[config.mk]
export PLATFORM = sky130hd
export DESIGN_NAME = lbdo_top
export DESIGN_NICKNAME = d
export VERILOG_FILES = /design/src/design/lbdo_pkg.sv /design/src/design/lbdo_top.sv /design/src/design/lbdo_sync.sv /design/src/design/lbdo_strobe.sv
export SDC_FILE = /design/constraint.sdc
export NUM_CORES = 1
export LEC_CHECK = 0
export ABC_AREA = 1
export BUFFER_PORTS_ARGS = -buffer_cell sky130_fd_sc_hd__buf_4
export CAP_MARGIN = 10
export CORE_UTILIZATION = 35
export DETAILED_ROUTE_END_ITERATION = 8
export PLACE_DENSITY_LB_ADDON = 0.2
export SYNTH_ARGS = -nofsm -noshare
export SYNTH_HDL_FRONTEND = slang
export SYNTH_SLANG_ARGS = --single-unit
export TNS_END_PERCENT = 20
[constraint.sdc]
create_clock -name pclk -period 3.5 [get_ports pclk]
set_clock_uncertainty 0.2 [all_clocks]
set_input_delay 1.05 -clock pclk [delete_from_list [all_inputs] [get_ports pclk]]
set_output_delay 1.05 -clock pclk [all_outputs]
set_load 0.01 [all_outputs]
[src/design/lbdo_pkg.sv]
package lbdo_pkg;

  // ----------------------------------------------------------------
  // Register map
  // ----------------------------------------------------------------
  localparam logic [11:0] LBDO_CTRL_OFF = 12'h000;
  localparam logic [11:0] LBDO_MANUAL_OFF = 12'h004;
  localparam logic [11:0] LBDO_POLARITY_OFF = 12'h008;
  localparam logic [11:0] LBDO_PASS_OFF = 12'h00c;
  localparam logic [11:0] LBDO_PATTERN_OFF = 12'h010;
  localparam logic [11:0] LBDO_STATUS_OFF = 12'h014;

  // ----------------------------------------------------------------
  // Field positions
  // ----------------------------------------------------------------
  localparam int LBDO_CTRL_SET1_BIT = 0;
  localparam int LBDO_CTRL_SET2_BIT = 1;
  localparam int LBDO_CTRL_STROBE_BIT = 2;
  localparam int LBDO_STATUS_IN_BIT = 4;
  localparam int LBDO_STATUS_BUSY_BIT = 5;

  // ----------------------------------------------------------------
  // Reset values
  // ----------------------------------------------------------------
  localparam logic [2:0] LBDO_CTRL_RST = 3'h0;
  localparam logic [3:0] LBDO_NIBBLE_RST = 4'h0;
  localparam logic [15:0] LBDO_PATTERN_RST = 16'h0000;

  // ----------------------------------------------------------------
  // Timing
  // ----------------------------------------------------------------
  localparam int LBDO_CLK_HZ = 20_000_000;
  localparam int LBDO_STROBE_MIN_NS = 10_000;
  // Strictly longer than the minimum, so one cycle is added after rounding up.
  localparam int LBDO_STROBE_CYCLES =
      (LBDO_STROBE_MIN_NS * (LBDO_CLK_HZ / 1_000_000) + 999) / 1000 + 1;

  // ----------------------------------------------------------------
  // Strobe sequencer states
  // ----------------------------------------------------------------
  typedef enum logic [0:0] {
    LBDO_ST_IDLE = 1'b0,
    LBDO_ST_PULSE = 1'b1
  } lbdo_state_t;

endpackage

[src/design/lbdo_top.sv]
// Implementation choices: the register offsets and register access over APB.
`timescale 1ns/100ps
// What this block does
// - Four independent output lines and one input line.
// - A strobe-enable bit makes line four a binning strobe.
// - Strobe goes true over 10 us after each completed reading test that arrives while no pulse is running.
// - Enabling the strobe forces the strobe line false at once.
// - Disabling the strobe returns line four to its manual bit or limit state.
// - Four-bit pass pattern applies when all enabled tests pass.
// - With strobe enabled, patterns never touch line four.
// - Enabling limit control loads the pass pattern immediately.
// - Limit control enabled with strobe enabled leaves line four to the strobe.
// - Each line has a manual on/off state bit.
// - Each line has its own polarity bit.
// - Pin level is logical value combined with polarity.
// - Lines come from manual bits or limit results per enables.
// - Under limit control, manual writes and reads are inert.
// - Input reads on when high, fixed polarity.
// - Test order low1, high1, low2, high2; first failure wins.
// - Each of four limits carries its own four-bit pattern.
// - Each limit set has its own control enable bit.
// - Active-high drives high when on, active-low drives low.
module lbdo_top
  import lbdo_pkg::*;
#(
  parameter int STROBE_CYCLES = LBDO_STROBE_CYCLES
) (
  input wire logic pclk,
  input wire logic presetn,
  input wire logic psel,
  input wire logic penable,
  input wire logic pwrite,
  input wire logic [11:0] paddr,
  input wire logic [31:0] pwdata,
  output logic [31:0] prdata,
  output logic pready,
  output logic pslverr,
  input wire logic reading_done,
  input wire logic [3:0] limit_fail,
  input wire logic digital_in,
  output logic [3:0] out_pins
);
  import lbdo_pkg::*;

  // ----------------------------------------------------------------
  // Register storage
  // ----------------------------------------------------------------
  logic [2:0] ctrl_r;
  logic [3:0] manual_r;
  logic [3:0] polarity_r;
  logic [3:0] pass_r;
  logic [15:0] pattern_r;
  logic [3:0] limit_state_r;
  logic [3:0] limit_state_nxt;
  logic [3:0] logic_out;
  logic [3:0] pin_nxt;
  logic in_sync;
  logic strobe;
  logic strobe_busy;

  // ----------------------------------------------------------------
  // Bus decode
  // ----------------------------------------------------------------
  wire wr_en = psel && penable && pwrite;
  wire sel_ctrl = (paddr == LBDO_CTRL_OFF);
  wire sel_manual = (paddr == LBDO_MANUAL_OFF);
  wire sel_pol = (paddr == LBDO_POLARITY_OFF);
  wire sel_pass = (paddr == LBDO_PASS_OFF);
  wire sel_pat = (paddr == LBDO_PATTERN_OFF);
  wire sel_stat = (paddr == LBDO_STATUS_OFF);
  wire mapped = sel_ctrl | sel_manual | sel_pol | sel_pass | sel_pat | sel_stat;
  wire [2:0] ctrl_wdata = pwdata[2:0];

  // Zero-wait slave; unmapped addresses answer with an error.
  assign pready = 1'b1;
  assign pslverr = psel && penable && !mapped;

  // ----------------------------------------------------------------
  // Control decode
  // ----------------------------------------------------------------
  wire set1_en = ctrl_r[LBDO_CTRL_SET1_BIT];
  wire set2_en = ctrl_r[LBDO_CTRL_SET2_BIT];
  wire limit_ctrl = set1_en | set2_en;
  wire strobe_en = ctrl_r[LBDO_CTRL_STROBE_BIT];
  wire ctrl_wr = wr_en && sel_ctrl;
  wire limit_ctrl_new = ctrl_wdata[LBDO_CTRL_SET1_BIT] | ctrl_wdata[LBDO_CTRL_SET2_BIT];
  wire limit_rise = ctrl_wr && limit_ctrl_new && !limit_ctrl;
  wire strobe_rise = ctrl_wr && ctrl_wdata[LBDO_CTRL_STROBE_BIT] && !strobe_en;

  // Pick the pattern of the first failing enabled test, else the pass pattern.
  function automatic logic [3:0] lbdo_select(
    input logic [3:0] fail,
    input logic s1,
    input logic s2,
    input logic [15:0] pats,
    input logic [3:0] pass
  );
    logic [3:0] r;
    r = pass;
    if (s2 && fail[3]) r = pats[15:12];
    if (s2 && fail[2]) r = pats[11:8];
    if (s1 && fail[1]) r = pats[7:4];
    if (s1 && fail[0]) r = pats[3:0];
    return r;
  endfunction

  // ----------------------------------------------------------------
  // Limit-driven output state
  // ----------------------------------------------------------------
  always_comb begin
    limit_state_nxt = limit_state_r;
    if (limit_rise) begin
      limit_state_nxt = pass_r;
    end else if (limit_ctrl && reading_done) begin
      limit_state_nxt = lbdo_select(limit_fail, set1_en, set2_en, pattern_r, pass_r);
    end
  end

  // Logical line values: manual bits or limit state, line four to the strobe.
  always_comb begin
    logic_out = limit_ctrl ? limit_state_r : manual_r;
    if (strobe_en) begin
      logic_out[3] = strobe;
    end
  end

  // Polarity: a set bit means active low.
  assign pin_nxt = logic_out ^ polarity_r;

  // ----------------------------------------------------------------
  // Register writes
  // ----------------------------------------------------------------
  always_ff @(posedge pclk or negedge presetn) begin
    if (!presetn) begin
      ctrl_r <= LBDO_CTRL_RST;
      manual_r <= LBDO_NIBBLE_RST;
      polarity_r <= LBDO_NIBBLE_RST;
      pass_r <= LBDO_NIBBLE_RST;
      pattern_r <= LBDO_PATTERN_RST;
    end else if (wr_en) begin
      if (sel_ctrl) ctrl_r <= ctrl_wdata;
      if (sel_manual && !limit_ctrl) manual_r <= pwdata[3:0];
      if (sel_pol) polarity_r <= pwdata[3:0];
      if (sel_pass) pass_r <= pwdata[3:0];
      if (sel_pat) pattern_r <= pwdata[15:0];
    end
  end

  // Limit state and registered pins.
  always_ff @(posedge pclk or negedge presetn) begin
    if (!presetn) begin
      limit_state_r <= LBDO_NIBBLE_RST;
      out_pins <= LBDO_NIBBLE_RST;
    end else begin
      limit_state_r <= limit_state_nxt;
      out_pins <= pin_nxt;
    end
  end

  // ----------------------------------------------------------------
  // Read data
  // ----------------------------------------------------------------
  always_comb begin
    prdata = 32'h0000_0000;
    if (sel_ctrl) prdata[2:0] = ctrl_r;
    if (sel_manual && !limit_ctrl) prdata[3:0] = manual_r;
    if (sel_pol) prdata[3:0] = polarity_r;
    if (sel_pass) prdata[3:0] = pass_r;
    if (sel_pat) prdata[15:0] = pattern_r;
    if (sel_stat) begin
      prdata[3:0] = logic_out;
      prdata[LBDO_STATUS_IN_BIT] = in_sync;
      prdata[LBDO_STATUS_BUSY_BIT] = strobe_busy;
    end
  end

  // ----------------------------------------------------------------
  // Submodules
  // ----------------------------------------------------------------
  lbdo_sync u_sync (
    .pclk(pclk),
    .presetn(presetn),
    .async_in(digital_in),
    .sync_out(in_sync)
  );

  lbdo_strobe #(.CYCLES(STROBE_CYCLES)) u_strobe (
    .pclk(pclk),
    .presetn(presetn),
    .enable(strobe_en),
    .enable_rise(strobe_rise),
    .fire(reading_done),
    .strobe(strobe),
    .busy(strobe_busy)
  );
endmodule // lbdo_top

[src/design/lbdo_sync.sv]
`timescale 1ns/100ps
// Two flip-flop synchroniser for the external input pin.
module lbdo_sync (
  input wire logic pclk,
  input wire logic presetn,
  input wire logic async_in,
  output logic sync_out
);
  logic meta_r;

  // Second stage is the only reader of the first.
  always_ff @(posedge pclk or negedge presetn) begin
    if (!presetn) begin
      meta_r <= 1'b0;
      sync_out <= 1'b0;
    end else begin
      meta_r <= async_in;
      sync_out <= meta_r;
    end
  end
endmodule // lbdo_sync

[src/design/lbdo_strobe.sv]
`timescale 1ns/100ps
// Binning strobe pulse generator.
module lbdo_strobe
  import lbdo_pkg::*;
#(
  parameter int CYCLES = LBDO_STROBE_CYCLES
) (
  input wire logic pclk,
  input wire logic presetn,
  input wire logic enable,
  input wire logic enable_rise,
  input wire logic fire,
  output logic strobe,
  output logic busy
);
  lbdo_state_t state_r;
  lbdo_state_t state_nxt;
  logic [15:0] count_r;
  logic [15:0] count_nxt;
  logic strobe_nxt;
  logic count_done;

  assign count_done = (count_r == 16'(CYCLES - 1));
  assign busy = (state_r == LBDO_ST_PULSE);

  // Next state: enabling forces false, disabled holds the level, pulses are counted.
  always_comb begin
    state_nxt = state_r;
    count_nxt = count_r;
    strobe_nxt = strobe;
    case (state_r)
      LBDO_ST_IDLE: begin
        if (enable && fire && !enable_rise) begin
          state_nxt = LBDO_ST_PULSE;
          count_nxt = 16'h0000;
          strobe_nxt = 1'b1;
        end
      end
      LBDO_ST_PULSE: begin
        count_nxt = count_r + 16'h0001;
        if (!enable) begin
          state_nxt = LBDO_ST_IDLE;
        end else if (count_done) begin
          state_nxt = LBDO_ST_IDLE;
          strobe_nxt = 1'b0;
        end
      end
      default: begin
        state_nxt = LBDO_ST_IDLE;
      end
    endcase
    if (enable_rise) begin
      state_nxt = LBDO_ST_IDLE;
      strobe_nxt = 1'b0;
    end
  end

  // State registers.
  always_ff @(posedge pclk or negedge presetn) begin
    if (!presetn) begin
      state_r <= LBDO_ST_IDLE;
      count_r <= 16'h0000;
      strobe <= 1'b0;
    end else begin
      state_r <= state_nxt;
      count_r <= count_nxt;
      strobe <= strobe_nxt;
    end
  end
endmodule // lbdo_strobe

Word level (Yosys, flattened, before mapping)
Index checks and enable logic that the tools add are counted.

Add/subtract/negate cells: 1. Eq/ne operators: 10. Mux-type cells: 26. Bitwise logic cells: 9. Reductions and logical operators: 28.

Operator list (number): $mux W4 (10); $mux W16 (2); $pmux W16 S2 (1); $eq A12 B4 Y1 const B (2); $eq A12 B5 Y1 const B (2); $add A16 B1 Y16 const B (1); $eq A16 B8 Y1 const B (1); $logic_and A1 B1 Y1 (16); $eq A12 B3 Y1 const B (1); $logic_not A12 Y1 (1); $reduce_and A2 Y1 (5); $mux W1 (9); $or A1 B1 Y1 (7); $mux W6 (1); $ne A3 B2 Y1 const B (2); $logic_not A1 Y1 (4); $pmux W1 S2 (2); $xor A4 B4 Y4 (1); $mux W3 (1); $ne A3 B1 Y1 const B (1); $reduce_and A3 Y1 (1); $ne A2 B1 Y1 const B (1); $reduce_bool A2 Y1 (1); $not A1 Y1 (1).

Flip-flop bits (word level): 59. Input bits: 55. Output and inout bits: 38.

Logic depth before layout (Yosys ltp)
Gate-level depths: netlist of run 1.

Depth in word-level cells: 10. Mapped depth: 10.

By module
From an unflattened synthesis of run 1, not the netlist that was laid out.

Cells, all modules: 482. Area total of the unflattened synthesis: 3602.2 um^2.

By module, submodules not included: lbdo_top (instances 1, cells each 314, area each 2413.6 um^2, seq. area each 975.9 um^2); lbdo_strobe (instances 1, cells each 166, area each 1138.6 um^2, seq. area each 450.4 um^2); lbdo_sync (instances 1, cells each 2, area each 50.0 um^2, seq. area each 50.0 um^2).

Least setup slack after synthesis of run 1
No wires, ideal clock.

Kind: input-to-output. From: in paddr[1]. To: out prdata[10]. Arrival time: 2.015 ns. Required time: 2.250 ns. Slack: 0.235 ns. Stages on the path: 7. Path buffers: 2. Path through: nor2_1 nand2_1 nor2_4 nand2_2 buf_4 buf_2 nor2_1.

Word-level cells in the longest chain between the ends: 2.

Ends and longest elaborated chain: start: declaration (RTL line lbdo_top.sv:33) `input wire logic [11:0] paddr,`; $eq A12 B5 Y1 (RTL line lbdo_top.sv:69) `wire sel_pat = (paddr == LBDO_PATTERN_OFF);`; $mux W16 (RTL line lbdo_top.sv:169) `if (sel_pat) prdata[15:0] = pattern_r;`; end: declaration (RTL line lbdo_top.sv:35) `output logic [31:0] prdata,`.

Every way passes these cells.

Worst setup path in the final report of run 1
From: in paddr[4]. To: out prdata[3].

Word-level cells in the longest chain between the ends: 7.

Ends and longest elaborated chain: $eq A12 B3 Y1 (RTL line lbdo_top.sv:66) `wire sel_manual = (paddr == LBDO_MANUAL_OFF);`; $logic_and A1 B1 Y1 (RTL line lbdo_top.sv:166) `if (sel_manual && !limit_ctrl) prdata[3:0] = manual_r;`; $mux W4 (RTL line lbdo_top.sv:166); $mux W4 (RTL line lbdo_top.sv:167) `if (sel_pol) prdata[3:0] = polarity_r;`; $mux W4 (RTL line lbdo_top.sv:168) `if (sel_pass) prdata[3:0] = pass_r;`; $mux W16 (RTL line lbdo_top.sv:169); $mux W6 (*) (RTL line lbdo_top.sv:170) `if (sel_stat) begin`.

Every way passes the cells marked *; elsewhere a longest branch is shown, timed or not.

==> flow_summary.json, run 1 <==
{
  "outcome": "finished, final reports clean",
  "antenna_found_initial": 0,
  "die_y_um": 102.9,
  "required_ps": 2250,
  "ir_worst_vdd_v": 0.0001806,
  "wl_um": 8866,
  "wl_per_cell_um": 12.81,
  "worstSetupEndpointType": "primary output",
  "clk_pin_slew_ps": 60,
  "cp-start-kind": "input port",
  "dieArea_mm2": 0.01059,
  "wl_met2_um": 4052,
  "fin_area_mm2": 0.004582,
  "finalHoldViolations": 0,
  "holdWs_ps": 156.7,
  "layout.cells.non_filler": 692,
  "period_share_pct": 98.92,
  "syn-cell-area_mm2": 0.003562,
  "post-place-cells": 669,
  "p_per_area_mw_per_mm2": 375.7,
  "synth_cells": 471,
  "comb_power_share_pct": 16.4,
  "p_total_mw": 1.721,
  "rsz0062_at_grt": "true",
  "fin_tns_setup_ps": 0,
  "clock_sinks": 59,
  "topRoutingLayerUsed": "met4",
  "h-tree-depth": 3,
  "drt_iter0_markers": 139,
  "placed_area_mm2": 0.004161,
  "min_period_ps": 3462,
  "numCtsBuffers": 9,
  "drv_slew": 0,
  "report.final.setup_viol": 0,
  "cts-root-buf": "clkbuf_8",
  "clk_latency_ps": 340,
  "antenna_left": 0,
  "dr_wl_met3_um": 500,
  "core_area_mm2": 0.009819,
  "leakage_nw": 2.376,
  "synth_top_area_cell": "dfrtp_1",
  "layout.nets": 612,
  "viasPerCell": 4.689,
  "slew_headroom_pct": 49.14,
  "cts_tree": "done",
  "clk_path_buf_depth": 2,
  "p_seq_share_pct": 46.8,
  "ys_types": 35,
  "start_util_pct": 36.28,
  "drc": 0,
  "tightest_slew_ps": 763.0,
  "ios": 93,
  "maxCapViolCount": 0,
  "dr_total_vias": 3245,
  "area_growth_syn_to_layout_pct": 28.63,
  "drive_gt1_share_pct": 26.30,
  "p_int_mw": 1.226,
  "place.gp.congestion": 0.8583,
  "yosysTopAreaCellShare_pct": 41.45,
  "crit_type": "in -> out",
  "worst-path-max-fanout": 6,
  "seq_area_frac_synth_pct": 41.45,
  "port-buffer-count": 59,
  "ys_top_cells_by_area": "dfrtp_1 41%, nand2_1 12%, inv_1 7.4%, o21ai_0 6.0%, nor2_1 4.8%",
  "cts_hold_buf": 0,
  "rows": 36,
  "grt_overflow": 0,
  "grt_pass1_wl_um": 14400,
  "hold_path.class": "reg -> reg",
  "clockPowerShare_pct": 36.8,
  "fmax_mhz": 288.8,
  "syn_area_per_cell_um2": 7.563,
  "arrival_ps": 2210,
  "place_ws_ps": -71.24,
  "hpwl_um": 6225,
  "switching_share_pct": 28.78,
  "grt_pass1_vias": 3042,
  "grt_use_total_pct": 18.11,
  "grt_max_degree": 60,
  "met1Wirelength_um": 4238,
  "p_sw_mw": 0.4955,
  "dieWidth_um": 102.9,
  "finalWorstSetupSlack_ps": 37.66,
  "yosysWarnings": 0,
  "diodes": 0,
  "firstDrtPassIters": 4,
  "finalCoreUtilization_pct": 46.66,
  "synth_seq_cells": 59
}
worst max-delay path: stages:
cell	delay, ps
buf_6	110
inv_6	60
nand2_4	70
nor3_4	230
buf_6	170
nand2_8	70
o21ai_2	130
nand3b_1	90
nand2_1	80
inv_1	50
buf_6	110
repair_timing:
action / in CTS / in global routing
hold endpoints to repair: 0 / 0
cloned: 0 / 1
resized for setup: 3 / 45
setup endpoints to repair: 4 / 7
pin swaps: 1 / 21
buffers inserted: 0 / 7
cells by family (layout without fill, tap and decap cells):
kind of cell	count (synthesis)	after routing	share of synthesized area, %
buffers and inverters	96	168	12.57
AOI/OAI and AO/OA	86	86	13.70
and+or+nand+nor	219	220	29.65
xor gates and xnor gates	7	7	1.721
DFF	59	59	41.45
other	2	17	0.2108
adders and majority gates	2	2	0.7024
area by class of cell:
| class | instances | area [um2] |
|---|---|---|
| fillers | 1015 | 5238 |
| multi-input cells | 332 | 1784 |
| flip-flops and latches | 59 | 1476 |
| repair buffers | 80 | 673.1 |
| inverters | 73 | 287.8 |
| well taps | 133 | 166.4 |
| clock buffers | 13 | 158.9 |
| clock inverters | 2 | 35.03 |
cells in the mapped netlist:
master / number
o21ai_1: 9
nand2_2: 5
a21oi_2: 2
ha_1: 2
o31ai_1: 1
nand2_1: 113
nand4_1: 5
buf_4: 18
nor3_4: 1
nand3_4: 1
inv_1: 70
conb_1: 2
a21oi_1: 16
nor4_2: 1
o21ai_2: 1
buf_6: 2
nand3b_1: 1
xor2_1: 7
nor2_1: 46
nand2_4: 6
inv_4: 1
inv_2: 2
nor4_1: 2
nand4_4: 1
o22ai_1: 4
o211ai_4: 1
buf_2: 2
nor2_4: 9
clkbuf_1: 1
o211ai_1: 7
nor3_1: 6
a22oi_1: 2
o21ai_0: 43
dfrtp_1: 59
nand3_1: 22
routing by layer:
metal / global-route usage [%] / vias to the layer above
met1: 25.17 / 1516
met4: 5.200 / 0
li1: - / 1635
met2: 27.74 / 85
met3: 4.814 / 9
met5: 0 / -
registers in the layout (all words and copies together), names as in the netlist:
register	flops
out_pins	4
u_strobe.count_r	16
pattern_r	16
manual_r	4
ctrl_r	3
u_strobe.strobe	1
limit_state_r	4
pass_r	4
u_sync.sync_out	1
u_strobe.busy	1
polarity_r	4
u_sync.meta_r	1
path summary, 6_finish.rpt:
path / startpoint / endpoint / slack, ps / depth (start not counted)
max in group asynchronous: presetn / u_strobe.count_r[1] / 2020 / 1
worst max register to register: u_strobe.count_r[0] / u_strobe.count_r[12] / 1610 / 10
worst min-delay path: u_sync.meta_r / u_sync.sync_out / 160 / 0
worst max-delay path: paddr[4] / prdata[3] / 40 / 11
worst min register to register: u_sync.meta_r / u_sync.sync_out / 160 / 0
min in group asynchronous: presetn / polarity_r[1] / 580 / 1
cells in the final DEF, fill, tap and decap left out, drive strengths merged:
master and instances:
clkinvlp 1, a22oi 2, dfrtp 59, bufinv 1, o22ai 4, nor4 3, nand2 124, buf 80
nand4 6, nor3 7, o31ai 1, nor2 56, xor2 7, o21ai 53, clkinv 1, nand3 23
a21oi 18, inv 72, o211ai 8, conb 17, clkbuf 13, nand3b 1, ha 2
power groups by stage:
stage	registers, mW	clock network (mW)	logic [mW]
2_1_floorplan	0.807	0	0.185
3_3_place_gp	0.815	0	0.259
3_5_place_dp	0.819	0	0.267
4_1_cts	0.806	0.654	0.270
5_1_grt	0.817	0.686	0.328
6_report	0.806	0.634	0.282
(Power assumes the default switching activity.)
==> inputs of run 2 (changes only) <==
PLACE_DENSITY = 0.6   (was not set)
PLACE_DENSITY_LB_ADDON = not set   (was 0.2)
clock period = 3.8 ns   (was 3.5 ns; I/O delays follow)
==> run 2 against run 1 <==
  * Critical path depth rose by 1
  * Hold slack worse by 8.0 ps
  * Largest cell class unchanged
  * Register-to-register slack improved by 290 ps
  * Global-route usage shrank 0.96 points
  * Utilization decreased by 2.2 points
  * Worst setup slack improved by 96 ps
  * Highest routed layer unchanged
  * Critical path type unchanged
  * Die area unchanged
  * Wire length decreased by 6.8%
==> flow_summary.json, run 2 (synthesized netlist as in run 1, its figures left out) <==
{
  "r2r_slack_ps": 1900,
  "finalCoreUtilization_pct": 44.44,
  "cp_cell_sequence": "buf_4 > inv_1 > nand2_2 > nor3_4 > buf_4 > nand2_4 > o21ai_1 > inv_1 > nand2_1 > nand2_1 > nand2_1 > buf_4",
  "crit_end": "prdata[0]",
  "grt_use_total_pct": 17.16,
  "reg_top3": "pattern_r (16), u_strobe.count_r (16)",
  "min_period_ps": 3666,
  "worst-path-max-fanout": 4,
  "diodes": 0,
  "finalHoldViolations": 0,
  "cts_hold_buf": 0,
  "maxCapViolCount": 0,
  "clk_path_buf_depth": 2,
  "drt_iter0_markers": 199,
  "ir_worst_vdd_v": 0.0001997,
  "outcome": "finished, final reports clean",
  "clock_sinks": 59,
  "drv_slew": 0,
  "worstSetupEndpointType": "primary output",
  "antenna_left": 0,
  "hold_path.class": "reg -> reg",
  "drive_gt1_share_pct": 21.35,
  "clk_pin_slew_ps": 60,
  "dieWidth_um": 102.9,
  "slew_headroom_pct": 49.59,
  "p_per_area_mw_per_mm2": 374.9,
  "path_delay_family": "simple AND/OR/NAND/NOR gates",
  "layout.nets": 600,
  "start_util_pct": 36.28,
  "numCtsBuffers": 9,
  "cts-root-buf": "clkbuf_8",
  "layout_common_cells": "113 x nand2_1, 70 x inv_1, 68 x buf_4",
  "h-tree-depth": 3,
  "hpwl_um": 6049,
  "cp_num_buf_inv": 5,
  "firstDrtPassIters": 5,
  "grt_overflow": 0,
  "rsz0062_at_grt": "false",
  "arrival_ps": 2330,
  "leakage_nw": 2.305,
  "required_ps": 2460,
  "fillerInstances": 1016,
  "fmax_mhz": 272.8,
  "die_y_um": 102.9,
  "cp-start-kind": "input port",
  "period_share_pct": 96.48,
  "max_stage_delay_ps": 210,
  "report.final.setup_viol": 0,
  "rr_endpoint": "u_strobe.count_r[12]",
  "grt_pass1_vias": 2883,
  "viasPerCell": 4.656,
  "r2r_cells": 10,
  "place.gp.congestion": 0.8409,
  "p_sw_mw": 0.4613,
  "wl_um": 8260,
  "fin_tns_setup_ps": 0,
  "grt_pass1_wl_um": 13740,
  "p_seq_share_pct": 45.6,
  "crit_type": "in -> out",
  "cts_tree": "done",
  "p_int_mw": 1.175,
  "switching_share_pct": 28.19,
  "dr_total_vias": 3171,
  "area_growth_syn_to_layout_pct": 22.52,
  "port-buffer-count": 59,
  "layout.cells.non_filler": 681,
  "clockPowerShare_pct": 39.4,
  "path_depth": 12,
  "dieArea_mm2": 0.01059,
  "crit_path_start": "paddr[6]",
  "final_common_cell": "nand2_1",
  "reg2reg_from": "u_strobe.count_r[0]",
  "tightest_slew_ps": 756.2,
  "clk_latency_ps": 340,
  "antenna_found_initial": 0,
  "wl_per_cell_um": 12.13,
  "drc": 0,
  "rows": 36,
  "ios": 93,
  "grt_max_degree": 60,
  "comb_power_share_pct": 14.9,
  "core_area_mm2": 0.009819,
  "post-place-cells": 663,
  "p_total_mw": 1.636,
  "cp_slowest_cell": "nor3_4"
}
## run 2: cell count changes in the layout (fill, tap and decap cells not counted), moves of 5 or more
cell / before / now
buf_4: 63 / 68
buf_6: 16 / 1
inv_1: 65 / 70
o21ai_1: 5 / 10
## run 2: metal layers
metal / global-route usage, % / up-vias / part of all wire [%]
li1: - / 1608 / -
met1: 24.04 / 1458 / 49
met2: 25.69 / 92 / 44
met3: 4.068 / 13 / 5.5
met4: 6.501 / 0 / 1.7
met5: 0 / - / 0
## run 2: layout make-up
cell class / instances / area (um2) / area share (%)
multi-input combinational: 331 / 1704 / 39.05
tap: 133 / 166.4 / 3.813
sequential: 59 / 1476 / 33.83
clock inverter: 4 / 73.82 / 1.692
inverter: 73 / 276.5 / 6.336
timing repair buffer: 69 / 521.8 / 11.96
clock buffer: 12 / 145.1 / 3.326
## run 2: timing repair
| item | 4_1_cts | 5_1_grt |
|---|---|---|
| setup buffers | 0 | 2 |
| gates resized for setup | 0 | 5 |
| endpoints found under the setup margin | 0 | 5 |
## run 2: through the flow
step	hold slack, ps	cell area, um2	setup WS, ps
after floorplan	131.2	3618	355.3
after global routing	170.9	4364	2.342
after detailed placement	136.2	4116	56.33
final	148.7	4364	133.9
after CTS	152.2	4335	54.71
after global placement	135.0	4116	60.00
## run 2: power groups by stage
stage               Clock (mW)  Combinational (mW)  Sequential (mW)
finish                   0.645               0.244            0.747
global route             0.688               0.285            0.755
CTS                      0.659               0.243            0.744
detailed placement           0               0.242            0.756
global placement             0               0.234            0.752
floorplan                    0               0.170            0.743
## run 2: worst reg2reg max path, delay by kind of cell (launching register included)
family,cells,cell delay [ps]
AOI/OAI and AO/OA,1,80
adders and majority gates,1,190
buffers and inverters,2,130
DFF,1,420
and+or+nand+nor,6,770
## run 2: how the worst min path moves through the flow
stage / startpoint / end / slack (ps) / cells past startpoint
2_1_floorplan: u_sync.meta_r / u_sync.sync_out / 130 / 0
3_3_place_gp: u_sync.meta_r / u_sync.sync_out / 130 / 0
3_5_place_dp: u_sync.meta_r / u_sync.sync_out / 140 / 0
4_1_cts: u_sync.meta_r / u_sync.sync_out / 150 / 0
5_1_grt: u_sync.meta_r / u_sync.sync_out / 170 / 0
6_report: u_sync.meta_r / u_sync.sync_out / 150 / 0
